===== src/crf_map.svh =====
// constants for the core register file and condition flags block
// assumes an 8-bit core datapath on one clock drives the ports of crf_regfile
// Summary of operation
// - eight general registers accessed as whole words or separate upper/lower bytes
// - address outputs always carry a register's full sixteen bit value
// - register seven serves implicitly as stack pointer for calls and exceptions
// - sixteen bit program counter; fetch by word, lowest bit read as zero
// - flag register fully accessible by load, store, and, or, xor operations
// - bit seven masks interrupts, set on exception entry, software writable
// - bits six and four are user storage, never altered by results
// - byte arithmetic sets half-carry on carry or borrow at bit three
// - word add, subtract, compare set half-carry on carry or borrow at bit eleven
// - decimal adjust after add or subtract corrects packed BCD using half-carry
// - negative flag takes the result sign bit
// - zero flag set on zero result, cleared otherwise
// - overflow flag set on arithmetic overflow, cleared otherwise
// - carry flag holds add carry, borrow, shifted bit, bit accumulator
// - branch conditions use only negative, zero, overflow and carry flags
// - flags not affected by an operation stay unchanged
// - reset loads counter from vector word at zero and sets interrupt mask
// - bit operations select bit zero to seven of a byte operand
// - byte operands for arithmetic; word forms for move, add, sub, compare
// - word memory accesses force address bit zero to zero
// - flag push duplicates the byte in both halves; pop uses upper byte
`ifndef CRF_MAP_SVH
`define CRF_MAP_SVH
`define CRF_BIT_IMASK 7
`define CRF_BIT_USER6 6
`define CRF_BIT_HALF 5
`define CRF_BIT_USER4 4
`define CRF_BIT_NEG 3
`define CRF_BIT_ZERO 2
`define CRF_BIT_OVF 1
`define CRF_BIT_CARRY 0
`define CRF_SP_INDEX 3'h7
`define CRF_RESET_VECTOR 16'h0000
`define CRF_FLAGS_RESET 8'h80
`endif


===== src/crf_pkg.sv =====
// types shared by the register file block
// assumes crf_map.svh supplies the numeric constants
package crf_pkg;
  // alu operation applied to the flag register
  typedef enum logic [3:0] {
    CRF_OP_NONE = 4'h0, CRF_OP_ADD_B = 4'h1, CRF_OP_ADDX_B = 4'h2, CRF_OP_SUB_B = 4'h3,
    CRF_OP_SUBX_B = 4'h4, CRF_OP_CMP_B = 4'h5, CRF_OP_BYTE_NEGATE = 4'h6, CRF_OP_ADD_W = 4'h7,
    CRF_OP_SUB_W = 4'h8, CRF_OP_CMP_W = 4'h9, CRF_OP_DAA = 4'hA, CRF_OP_DAS = 4'hB,
    CRF_OP_LOGIC_B = 4'hC, CRF_OP_MOVE_W = 4'hD
  } crf_alu_op_t;
  // flag register access command
  typedef enum logic [2:0] {
    CRF_FC_NONE = 3'h0, CRF_FC_LOAD = 3'h1, CRF_FC_AND = 3'h2, CRF_FC_OR = 3'h3,
    CRF_FC_XOR = 3'h4, CRF_FC_POP = 3'h5
  } crf_flag_cmd_t;
  // bit manipulation operation on the carry accumulator
  typedef enum logic [2:0] {
    CRF_BIT_NONE = 3'h0, CRF_BIT_LOAD = 3'h1, CRF_BIT_ILOAD = 3'h2, CRF_BIT_AND = 3'h3,
    CRF_BIT_OR = 3'h4, CRF_BIT_XOR = 3'h5
  } crf_bit_op_t;
  // register file activity, one-hot
  typedef enum logic [2:0] {
    CRF_ST_RESET = 3'b001, CRF_ST_VECTOR = 3'b010, CRF_ST_RUN = 3'b100
  } crf_state_t;
endpackage


===== src/crf_regfile.sv =====
// general registers, program counter and condition flags of the core
// assumes the execution datapath on the same clock drives all request ports
// and answers vector_fetch_req with vector_word_valid and the word at address zero
`timescale 1ns/1ps
`include "crf_map.svh"
module crf_regfile (
  input wire logic clk,
  input wire logic rstn,
  // general register write port
  input wire logic reg_wr_en,
  input wire logic [1:0] reg_wr_bytes,
  input wire logic [2:0] reg_wr_index,
  input wire logic [15:0] reg_wr_data,
  // read ports
  input wire logic [2:0] rd_a_index,
  input wire logic [2:0] rd_b_index,
  output logic [15:0] rd_a_word,
  output logic [7:0] rd_a_byte,
  input wire logic rd_a_upper,
  output logic [15:0] rd_b_word,
  output logic [15:0] reg_addr_word,
  output logic [15:0] stack_pointer,
  // program counter
  input wire logic pc_load,
  input wire logic [15:0] pc_load_value,
  input wire logic pc_advance,
  output logic [15:0] pc_value,
  output logic [15:0] fetch_addr,
  input wire logic [15:0] data_addr_in,
  output logic [15:0] word_data_addr,
  // reset vector fetch
  output logic vector_fetch_req,
  input wire logic vector_word_valid,
  input wire logic [15:0] vector_word,
  // flag register access
  input wire crf_pkg::crf_flag_cmd_t flag_cmd,
  input wire logic [15:0] flag_cmd_data,
  output logic [7:0] condition_flag_register,
  output logic [15:0] flag_push_word,
  input wire logic exception_entry,
  output logic interrupt_masked,
  // arithmetic flag update
  input wire crf_pkg::crf_alu_op_t alu_op,
  input wire logic [15:0] alu_a,
  input wire logic [15:0] alu_b,
  output logic [15:0] alu_result,
  // shift carry and bit accumulator
  input wire logic shift_carry_en,
  input wire logic shift_carry_bit,
  input wire crf_pkg::crf_bit_op_t bit_op,
  input wire logic [7:0] bit_operand,
  input wire logic [2:0] bit_select,
  // branch condition
  input wire logic [3:0] branch_cond,
  output logic branch_taken
);
  logic [15:0] gpr [0:7];
  logic [15:0] pc;
  logic [7:0] flags;
  crf_pkg::crf_state_t state;
  crf_pkg::crf_state_t next_state;

  // read ports; addresses always take the whole word
  assign rd_a_word = gpr[rd_a_index];
  assign rd_a_byte = rd_a_upper ? gpr[rd_a_index][15:8] : gpr[rd_a_index][7:0];
  assign rd_b_word = gpr[rd_b_index];
  assign reg_addr_word = gpr[rd_a_index];
  assign stack_pointer = gpr[`CRF_SP_INDEX];

  // word accesses ignore the lowest address bit
  assign pc_value = pc;
  assign fetch_addr = {pc[15:1], 1'b0};
  assign word_data_addr = {data_addr_in[15:1], 1'b0};

  // general registers keep their reset-time contents; byte lanes write separately
  always_ff @(posedge clk) begin
    if (reg_wr_en && reg_wr_bytes[1]) begin
      gpr[reg_wr_index][15:8] <= reg_wr_data[15:8];
    end
    if (reg_wr_en && reg_wr_bytes[0]) begin
      gpr[reg_wr_index][7:0] <= reg_wr_data[7:0];
    end
  end

  // reset sequencer: after release the vector word is fetched into the counter
  assign vector_fetch_req = (state == crf_pkg::CRF_ST_VECTOR);
  always_comb begin
    case (state)
      crf_pkg::CRF_ST_RESET: next_state = crf_pkg::CRF_ST_VECTOR;
      crf_pkg::CRF_ST_VECTOR: next_state = vector_word_valid ? crf_pkg::CRF_ST_RUN
                                                             : crf_pkg::CRF_ST_VECTOR;
      crf_pkg::CRF_ST_RUN: next_state = crf_pkg::CRF_ST_RUN;
      default: next_state = crf_pkg::CRF_ST_RESET;
    endcase
  end
  always_ff @(posedge clk or negedge rstn) begin
    if (!rstn) begin
      state <= crf_pkg::CRF_ST_RESET;
    end else begin
      state <= next_state;
    end
  end

  // program counter: vector load wins, then jumps, then word advance
  logic [15:0] next_pc;
  assign next_pc = (state == crf_pkg::CRF_ST_VECTOR && vector_word_valid) ? vector_word
                 : (state != crf_pkg::CRF_ST_RUN) ? pc
                 : pc_load ? pc_load_value
                 : pc_advance ? {pc[15:1] + 15'h0001, 1'b0}
                 : pc;
  always_ff @(posedge clk or negedge rstn) begin
    if (!rstn) begin
      pc <= `CRF_RESET_VECTOR;
    end else begin
      pc <= next_pc;
    end
  end

  // arithmetic: carries at bits 3, 7, 11 and 15 come from split sums
  logic is_sub;
  logic is_word;
  logic cin;
  logic [15:0] opb;
  logic [4:0] lo_nib;
  logic [8:0] byte_sum;
  logic [12:0] w12_sum;
  logic [16:0] word_sum;
  assign is_sub = alu_op inside {crf_pkg::CRF_OP_SUB_B, crf_pkg::CRF_OP_SUBX_B,
                                 crf_pkg::CRF_OP_CMP_B, crf_pkg::CRF_OP_BYTE_NEGATE,
                                 crf_pkg::CRF_OP_SUB_W, crf_pkg::CRF_OP_CMP_W};
  assign is_word = alu_op inside {crf_pkg::CRF_OP_ADD_W, crf_pkg::CRF_OP_SUB_W,
                                  crf_pkg::CRF_OP_CMP_W, crf_pkg::CRF_OP_MOVE_W};
  // borrow convention: subtract adds the complement, carry-out inverted
  assign cin = (alu_op == crf_pkg::CRF_OP_ADDX_B) ? flags[`CRF_BIT_CARRY]
             : (alu_op == crf_pkg::CRF_OP_SUBX_B) ? ~flags[`CRF_BIT_CARRY]
             : is_sub;
  logic [15:0] opa;
  assign opa = (alu_op == crf_pkg::CRF_OP_BYTE_NEGATE) ? 16'h0000 : alu_a;
  assign opb = (alu_op == crf_pkg::CRF_OP_BYTE_NEGATE) ? ~alu_a : (is_sub ? ~alu_b : alu_b);
  assign lo_nib = {1'b0, opa[3:0]} + {1'b0, opb[3:0]} + {4'h0, cin};
  assign byte_sum = {1'b0, opa[7:0]} + {1'b0, opb[7:0]} + {8'h00, cin};
  assign w12_sum = {1'b0, opa[11:0]} + {1'b0, opb[11:0]} + {12'h000, cin};
  assign word_sum = {1'b0, opa} + {1'b0, opb} + {16'h0000, cin};

  // decimal adjust of a packed BCD byte using carry and half-carry
  logic [7:0] bcd_fix;
  logic bcd_carry;
  logic [7:0] bcd_res;
  assign bcd_fix = {(flags[`CRF_BIT_CARRY] || alu_a[7:0] > 8'h99) ? 4'h6 : 4'h0,
                    (flags[`CRF_BIT_HALF] || alu_a[3:0] > 4'h9) ? 4'h6 : 4'h0};
  assign bcd_carry = (alu_op == crf_pkg::CRF_OP_DAA) ?
                     (flags[`CRF_BIT_CARRY] || alu_a[7:0] > 8'h99) : flags[`CRF_BIT_CARRY];
  assign bcd_res = (alu_op == crf_pkg::CRF_OP_DAA) ? alu_a[7:0] + bcd_fix
                 : alu_a[7:0] - {flags[`CRF_BIT_CARRY] ? 4'h6 : 4'h0,
                                 flags[`CRF_BIT_HALF] ? 4'h6 : 4'h0};

  logic is_bcd;
  logic is_arith;
  logic [15:0] res;
  logic res_neg;
  logic res_ovf;
  logic res_carry;
  logic res_half;
  assign is_bcd = alu_op inside {crf_pkg::CRF_OP_DAA, crf_pkg::CRF_OP_DAS};
  assign is_arith = !is_bcd && !(alu_op inside {crf_pkg::CRF_OP_NONE,
                    crf_pkg::CRF_OP_LOGIC_B, crf_pkg::CRF_OP_MOVE_W});
  assign res = is_bcd ? {8'h00, bcd_res}
             : (alu_op == crf_pkg::CRF_OP_LOGIC_B) ? {8'h00, alu_a[7:0]}
             : (alu_op == crf_pkg::CRF_OP_MOVE_W) ? alu_a
             : is_word ? word_sum[15:0] : {8'h00, byte_sum[7:0]};
  assign alu_result = res;
  assign res_neg = is_word ? res[15] : res[7];
  assign res_half = is_word ? (w12_sum[12] ^ is_sub) : (lo_nib[4] ^ is_sub);
  assign res_carry = is_word ? (word_sum[16] ^ is_sub) : (byte_sum[8] ^ is_sub);
  // signed overflow: like-signed operands giving a result of the other sign
  assign res_ovf = is_word ? (opa[15] == opb[15]) && (res[15] != opa[15])
                           : (opa[7] == opb[7]) && (res[7] != opa[7]);

  // bit accumulator source: one bit of the byte operand
  logic sel_bit;
  logic next_acc;
  assign sel_bit = bit_operand[bit_select];
  assign next_acc = (bit_op == crf_pkg::CRF_BIT_LOAD) ? sel_bit
                  : (bit_op == crf_pkg::CRF_BIT_ILOAD) ? ~sel_bit
                  : (bit_op == crf_pkg::CRF_BIT_AND) ? flags[`CRF_BIT_CARRY] & sel_bit
                  : (bit_op == crf_pkg::CRF_BIT_OR) ? flags[`CRF_BIT_CARRY] | sel_bit
                  : flags[`CRF_BIT_CARRY] ^ sel_bit;

  // flag register next value; untouched bits keep their value
  logic [7:0] next_flags;
  always_comb begin
    next_flags = flags;
    case (flag_cmd)
      crf_pkg::CRF_FC_LOAD: next_flags = flag_cmd_data[7:0];
      crf_pkg::CRF_FC_AND: next_flags = flags & flag_cmd_data[7:0];
      crf_pkg::CRF_FC_OR: next_flags = flags | flag_cmd_data[7:0];
      crf_pkg::CRF_FC_XOR: next_flags = flags ^ flag_cmd_data[7:0];
      crf_pkg::CRF_FC_POP: next_flags = flag_cmd_data[15:8];
      default: next_flags = flags;
    endcase
    // results never reach bits 6 and 4
    if (alu_op != crf_pkg::CRF_OP_NONE) begin
      next_flags[`CRF_BIT_NEG] = res_neg;
      next_flags[`CRF_BIT_ZERO] = is_word ? (res == 16'h0000) : (res[7:0] == 8'h00);
      next_flags[`CRF_BIT_OVF] = is_arith ? res_ovf : 1'b0;
      if (is_arith) begin
        next_flags[`CRF_BIT_HALF] = res_half;
        next_flags[`CRF_BIT_CARRY] = res_carry;
      end
      if (is_bcd) begin
        next_flags[`CRF_BIT_CARRY] = bcd_carry;
      end
    end
    if (shift_carry_en) begin
      next_flags[`CRF_BIT_CARRY] = shift_carry_bit;
    end
    if (bit_op != crf_pkg::CRF_BIT_NONE) begin
      next_flags[`CRF_BIT_CARRY] = next_acc;
    end
    // exception entry masks interrupts over any software write
    if (exception_entry) begin
      next_flags[`CRF_BIT_IMASK] = 1'b1;
    end
  end

  // only the mask bit has a defined reset value; others start at zero here
  always_ff @(posedge clk or negedge rstn) begin
    if (!rstn) begin
      flags <= `CRF_FLAGS_RESET;
    end else begin
      flags <= next_flags;
    end
  end

  assign condition_flag_register = flags;
  assign interrupt_masked = flags[`CRF_BIT_IMASK];
  assign flag_push_word = {flags, flags};

  // branch conditions read only N, Z, V and C
  logic cn;
  logic cz;
  logic cv;
  logic cc;
  logic cond_raw;
  assign cn = flags[`CRF_BIT_NEG];
  assign cz = flags[`CRF_BIT_ZERO];
  assign cv = flags[`CRF_BIT_OVF];
  assign cc = flags[`CRF_BIT_CARRY];
  always_comb begin
    case (branch_cond[3:1])
      3'h0: cond_raw = 1'b1;
      3'h1: cond_raw = ~(cc | cz);
      3'h2: cond_raw = ~cc;
      3'h3: cond_raw = ~cz;
      3'h4: cond_raw = ~cv;
      3'h5: cond_raw = ~cn;
      3'h6: cond_raw = ~(cn ^ cv);
      3'h7: cond_raw = ~(cz | (cn ^ cv));
      default: cond_raw = 1'b1;
    endcase
  end
  assign branch_taken = cond_raw ^ branch_cond[0];
endmodule


===== config.mk =====
export PLATFORM = sky130hd
export DESIGN_NAME = crf_regfile
export DESIGN_NICKNAME = d
export VERILOG_FILES = /design/src/crf_pkg.sv /design/src/crf_regfile.sv
export VERILOG_INCLUDE_DIRS = /design/src /design/src/src
export SDC_FILE = /design/constraint.sdc
export NUM_CORES = 1
export LEC_CHECK = 0
export BUFFER_PORTS_ARGS = -buffer_cell sky130_fd_sc_hd__buf_2
export CORE_MARGIN = 4
export CORE_UTILIZATION = 53
export CTS_BUF_LIST = sky130_fd_sc_hd__clkbuf_16
export CTS_CLUSTER_SIZE = 30
export DETAILED_ROUTE_END_ITERATION = 6
export PLACE_DENSITY = 0.9
export SYNTH_ARGS = -nofsm -noshare
export SYNTH_HDL_FRONTEND = slang
export SYNTH_SLANG_ARGS = --single-unit

===== constraint.sdc =====
create_clock -name clk -period 6.1 [get_ports clk]
set_input_delay 0.61 -clock clk [delete_from_list [all_inputs] [get_ports clk]]
set_output_delay 0.61 -clock clk [all_outputs]
set_load 0.03 [all_outputs]

Word level (Yosys, flattened, before mapping):

Memory sizes are Yosys's and may differ from the RTL's.
Index checks and enable logic that the tools add are counted.

* add/sub/neg operators: 11
* reductions and logical operators: 25
* $mul: 0
* equality and inequality tests: 38
* bitwise gates (word level): 24
* order comparisons: 3
* div/mod/pow operators: 0
* muxes and demuxes: 48
* shift-type cells: 0

Operator list (number)
* $mux W16: 11
* $pmux W8 S5: 1
* $not A16 Y16: 2
* $mux W1: 25
* $eq A3 B3 Y1 const B: 8
* $eq A4 B4 Y1 const B: 6
* $eq A3 B2 Y1 const B: 7
* $reduce_bool A6 Y1: 3
* $add A16 B16 Y17: 1
* $add A17 B1 Y17: 1
* $eq A4 B3 Y1 const B: 4
* $logic_not A16 Y1: 1
* $mux W8: 2
* $add A15 B1 Y15 const B: 1
* $mux W3: 5
* $add A12 B12 Y13: 1
* $add A13 B1 Y13: 1
* $eq A3 B1 Y1 const B: 4
* $add A8 B8 Y9: 1
* $add A9 B1 Y9: 1
* $pmux W3 S3: 1
* $reduce_bool A3 Y1: 3
* $add A8 B7 Y8: 1
* $and A8 B8 Y8: 1
* other kinds (31): 57

* memories: 1
* memory bits (writable): 128
* register bits after elaboration: 27
* bits in read-only memories: 0
* bits in latches: 0
* input port bits: 158

Memories
* gpr: depth 8, bits a word 16, rd ports 3, clocked after Yosys merged registers in 0, wr ports 1, line crf_regfile.sv:57 `logic [15:0] gpr [0:7];`

Depth between registers and ports, before layout:

* word-level depth: 17
* depth in mapped cells: 19

Worst setup path after synthesis:

Ideal clock, no wire load.

* kind: input port to flip-flop
* start point: in alu_op[0]
* end point: reg flags[2] (netlist: condition_flag_register[2])
* arrival: 5.408 ns
* setup slack: 0.587 ns
* stages: 18
* setup time: 0.105 ns
* buffers on the path: 3
* cell sequence: clkbuf_1 -> nand2_1 -> xnor2_1 -> o21a_1 -> clkbuf_1 -> clkbuf_1 -> xnor2_1 -> o21ai_0 -> fa_1 -> fa_1 -> nor2b_1 -> o21ai_0 -> a21oi_1 -> xnor2_1 -> o21ai_1 -> or4_1 -> or4_1 -> o41ai_2

* cells in the longest elaborated chain, start to end: 13

Ends and longest elaborated chain
* from (decl): line crf_regfile.sv:43 `input wire crf_pkg::crf_alu_op_t alu_op,`
* $eq A4 B2 Y1 (tied with other cells): line crf_regfile.sv:128 `assign is_sub = alu_op inside {crf_pkg::CRF_OP_SUB_B, crf_pkg::CRF_OP_SUBX_B,`
* $reduce_bool A6 Y1: line crf_regfile.sv:128
* $mux W16 (2 in a row): line crf_regfile.sv:139 `assign opb = (alu_op == crf_pkg::CRF_OP_BYTE_NEGATE) ? ~alu_a : (is_sub ? ~alu_b : alu_b);`
* $add A16 B16 Y17: line crf_regfile.sv:143 `assign word_sum = {1'b0, opa} + {1'b0, opb} + {16'h0000, cin};`
* $add A17 B1 Y17: line crf_regfile.sv:143
* $mux W16: line crf_regfile.sv:170 `: is_word ? word_sum[15:0] : {8'h00, byte_sum[7:0]};`
* $mux W16: line crf_regfile.sv:169 `: (alu_op == crf_pkg::CRF_OP_MOVE_W) ? alu_a`
* $mux W16: line crf_regfile.sv:168 `: (alu_op == crf_pkg::CRF_OP_LOGIC_B) ? {8'h00, alu_a[7:0]}`
* $mux W16 (*): line crf_regfile.sv:167 `assign res = is_bcd ? {8'h00, bcd_res}`
* net alu_result[8]: line crf_regfile.sv:46 `output logic [15:0] alu_result,`
* $logic_not A16 Y1 (*): line crf_regfile.sv:204 `` next_flags[`CRF_BIT_ZERO] = is_word ? (res == 16'h0000) : (res[7:0] == 8'h00); ``
* $mux W1 (*): line crf_regfile.sv:204
* $mux W4 (*): line crf_regfile.sv:202 `if (alu_op != crf_pkg::CRF_OP_NONE) begin`
* to (signal assigned): line crf_regfile.sv:229 `` flags <= `CRF_FLAGS_RESET; ``
* to (signal assigned): line crf_regfile.sv:231 `flags <= next_flags;`
* to (decl): line crf_regfile.sv:59 `logic [7:0] flags;`

The timed path passes the listed nets; every way through them passes the cells marked *.
A chain may end at the register's enable or synchronous reset.

Worst setup path in the final report:

* start point: in alu_op[2]
* end point: out alu_result[14]

* cells in the longest elaborated chain, start to end: 10

Ends and longest elaborated chain (line)
* $eq A4 B2 Y1 (tied with other cells): crf_regfile.sv:128
* $reduce_bool A6 Y1: crf_regfile.sv:128
* $mux W16 (2 in a row): crf_regfile.sv:139
* $add A16 B16 Y17: crf_regfile.sv:143
* $add A17 B1 Y17: crf_regfile.sv:143
* $mux W16: crf_regfile.sv:170
* $mux W16: crf_regfile.sv:169
* $mux W16: crf_regfile.sv:168
* $mux W16 (*): crf_regfile.sv:167
* to (decl): crf_regfile.sv:46

Mark *: on every way between the ends. The rest lies on a longest branch, timed or not.

==> flow_metrics.py <==
metrics = {
    "route": {
        "wl_met1_mm": 11.3,
        "num_vias": 8750,
        "wl_met3_mm": 2.39,
        "wirelength_mm": 30.4,
        "drtAntennaViolNets": 0,
        "firstDrtPassIters": 5,
        "drt_iter0_drc": 674,
        "drc": 0,
        "viasPerCell": 5.96,
        "dr_wl_met2_mm": 16.0,
        "wl_per_cell_um": 20.7,
        "highest_layer": "met5",
    },
    "floorplan": {
        "rows": 52,
        "die-area_mm2": 0.0230,
        "dieWidth_um": 152,
        "start_util": 0.540,
        "die_y_um": 152,
        "ios": 321,
        "core_mm2": 0.0203,
    },
    "place": {
        "post-place-ws_ps": 884,
        "dp.cells": 1435,
        "gp_congestion": 0.927,
        "port_buffers": 287,
        "placed_area_mm2": 0.0121,
        "dp_hpwl_mm": 22.5,
    },
    "logic_synthesis": {
        "synth-edff-count": 128,
        "yosys-top-cells-area": "edfxtp_1 (35%), mux4_2 (14%), dfrtp_1 (5.7%)",
        "yosysTopAreaCell": "edfxtp_1",
        "async_reset_ff_frac": 0.174,
        "ys_seq_area_frac": 0.413,
        "ys_ff_latch": 155,
        "synth_ff_type": "edfxtp_1",
        "yosysTopAreaCellShare": 0.351,
        "yosysMostFrequentCell": "edfxtp_1",
        "netlist_area_mm2": 0.0110,
        "yosysWarningCount": 0,
        "synthCells": 978,
        "avgSynthCellArea_um2": 11.2,
        "synth_commonest_cells": "edfxtp_1 (128), nor2_1 (96), a21oi_1 (76)",
        "ys_types": 73,
    },
    "worst_setup_path": {
        "cp_cell_sequence": "buf_2 > nor2_1 > nand2_1 > o21a_1 > buf_4 > xnor2_1 > o21ai_0 > fa_1 > fa_1 > nor2b_1 > o21ai_0 > a21oi_1 > a41oi_1 > xnor2_1 > o21ai_0 > buf_2",
        "cp_slowest_cell": "fa_1",
        "setup.worst_path.class": "in -> out",
        "max_stage_delay_ps": 490,
        "critPathRequiredTime_ps": 5490,
        "arrival_ps": 4450,
        "startpoint_type": "primary input",
        "worst_setup_path_end_kind": "output port",
        "cp_max_fo": 18,
        "critPathMostFrequentCell": "o21ai_0",
    },
    "job": {
        "maxCapViolCount": 0,
    },
    "sta": {
        "finClkSkew_ps": 12.3,
        "max_slew_margin": 0.310,
        "setup_viol": 0,
        "min_period_over_period": 0.829,
        "finalHoldViolations": 0,
        "rsz0062_at_grt": "no",
        "slew_violations": 0,
        "tightest_slew_ps": 1030,
        "fin_crit_ps": 5060,
        "layout_setup_ws_ps": 1040,
        "fmax_ghz": 0.198,
        "fin_tns_setup_ps": 0,
    },
    "clocking": {
        "clock_latency_ps": 430,
        "cts_buffers": 17,
        "htreeDepth": 4,
        "root_buffer": "clkbuf_16",
        "ctsHoldBuffers": 0,
        "cts_sinks": 155,
        "post_cts_buffers": 0,
        "cts_tree": "yes",
        "clk_pin_slew_ps": 70,
        "cts_resized": 0,
        "clockBufferDepth": 2,
    },
    "cells_and_area": {
        "seqCellArea_mm2": 0.00452,
        "multi_input_area_mm2": 0.00563,
        "stdcell_area_mm2": 0.0127,
        "drive_gt1_frac": 0.378,
        "nets": 1389,
        "syn_to_final_growth_pct": 16.3,
        "fill_cells": 1566,
        "final_cells": 1469,
    },
    "grt": {
        "grt_pass1_vias": 8463,
        "antenna_found_initial": 4,
        "grt_pass1_wl_mm": 46.3,
        "track_usage": 0.263,
        "grt_max_degree": 33,
        "grt_overflow_total": 0,
    },
    "power_and_ir_drop": {
        "leakagePower_uw": 0.00523,
        "peakVddDrop_v": 0.000231,
        "power.total_uw": 4040,
        "p_per_area_mw_per_mm2": 317,
    },
    "outcome": {
        "outcome": "finished clean",
    },
    "min_path": {
        "hold_class": "in -> async",
    },
}
## cells by family (layout without fill, tap and decap cells)
| group | after synthesis | after routing | synth area share |
|---|---|---|---|
| buffers and inverters | 146 | 364 | 0.0744 |
| muxes | 123 | 123 | 0.194 |
| AOI/OAI and AO/OA | 197 | 197 | 0.112 |
| DFF | 155 | 155 | 0.413 |
| adders and majority gates | 47 | 47 | 0.0557 |
| and+or+nand+nor | 260 | 260 | 0.112 |
| xor gates and xnor gates | 49 | 49 | 0.0392 |
| other | 1 | 4 | 0.000342 |
## flip-flops by register name, indices dropped and copies added (netlist names)
name / cells
condition_flag_register: 8
pc_value: 16
gpr: 128
state: 3
## critical path: cells and delay by family
kind                     cells  cell delay, ps
AO/OA/AOI/OAI                6            1300
AND/OR/NAND/NOR              3             610
adder cells (fa/ha/maj)      2             910
XOR/XNOR                     2             320
buffers and inverters        3             670
## report_power, final
| part | switching [uW] | internal [uW] | total, uW | leakage [uW] |
|---|---|---|---|---|
| sequential | 148 | 1240 | 1390 | 0.00147 |
| clock | 475 | 620 | 1090 | 0.000296 |
| combinational | 997 | 559 | 1560 | 0.00346 |
| total | 1620 | 2420 | 4040 | 0.00523 |
## stage by stage
stage / hold WS (ps) / utilization
after detailed placement: 553 / 0.598
after global routing: 269 / 0.628
after CTS: 221 / 0.628
after global placement: 534 / 0.598
final: 207 / 0.628
after floorplan: 314 / -
## cells in the final DEF, fill, tap and decap left out, types with 5 or more instances in the layout
cell,instances
mux2i_1,15
xnor2_1,36
nor3_1,13
edfxtp_1,128
mux4_2,67
ha_1,44
nand2b_1,12
clkbuf_16,17
o21a_1,9
xor2_1,13
nand2_1,60
inv_1,34
mux2_2,41
buf_2,287
dfrtp_1,25
and2_1,16
a21o_1,6
o21ai_0,33
a211oi_1,10
a31oi_1,11
inv_6,6
o22ai_1,9
a22oi_1,6
and3_1,5
buf_4,10
nor2_1,96
nor2b_1,7
a21oi_1,75
nand3_1,23
## metal layers
layer,vias up,track usage
met5,-,0
met4,4,0.0822
met3,53,0.0515
met2,437,0.478
met1,4231,0.314
li1,4025,-
## cell type report
cell class / instances / share of cell area
Antenna cell: 2 / 0.000393
Clock buffer: 17 / 0.0334
Clock inverter: 15 / 0.0142
Inverter: 35 / 0.0107
Multi-Input combinational cell: 678 / 0.441
Sequential cell: 155 / 0.355
Tap cell: 270 / 0.0265
Timing Repair Buffer: 297 / 0.119
## final timing paths
| path | endpoint | cells past startpoint | slack (ps) | startpoint |
|---|---|---|---|---|
| setup reg to reg | condition_flag_register[2]$_DFFE_PN0P_ | 14 | 1590 | condition_flag_register[0]$_DFFE_PN0P_ |
| max in group asynchronous | condition_flag_register[1]$_DFFE_PN0P_ | 1 | 5450 | rstn |
| setup / recovery | alu_result[14] | 16 | 1040 | alu_op[2] |
| hold reg to reg | pc_value[0]$_DFFE_PN0P_ | 2 | 560 | pc_value[0]$_DFFE_PN0P_ |
| min in group clk | condition_flag_register[7]$_DFFE_PN1P_ | 3 | 400 | exception_entry |
| hold / removal | pc_value[0]$_DFFE_PN0P_ | 1 | 210 | rstn |
(Power assumes the default switching activity.)
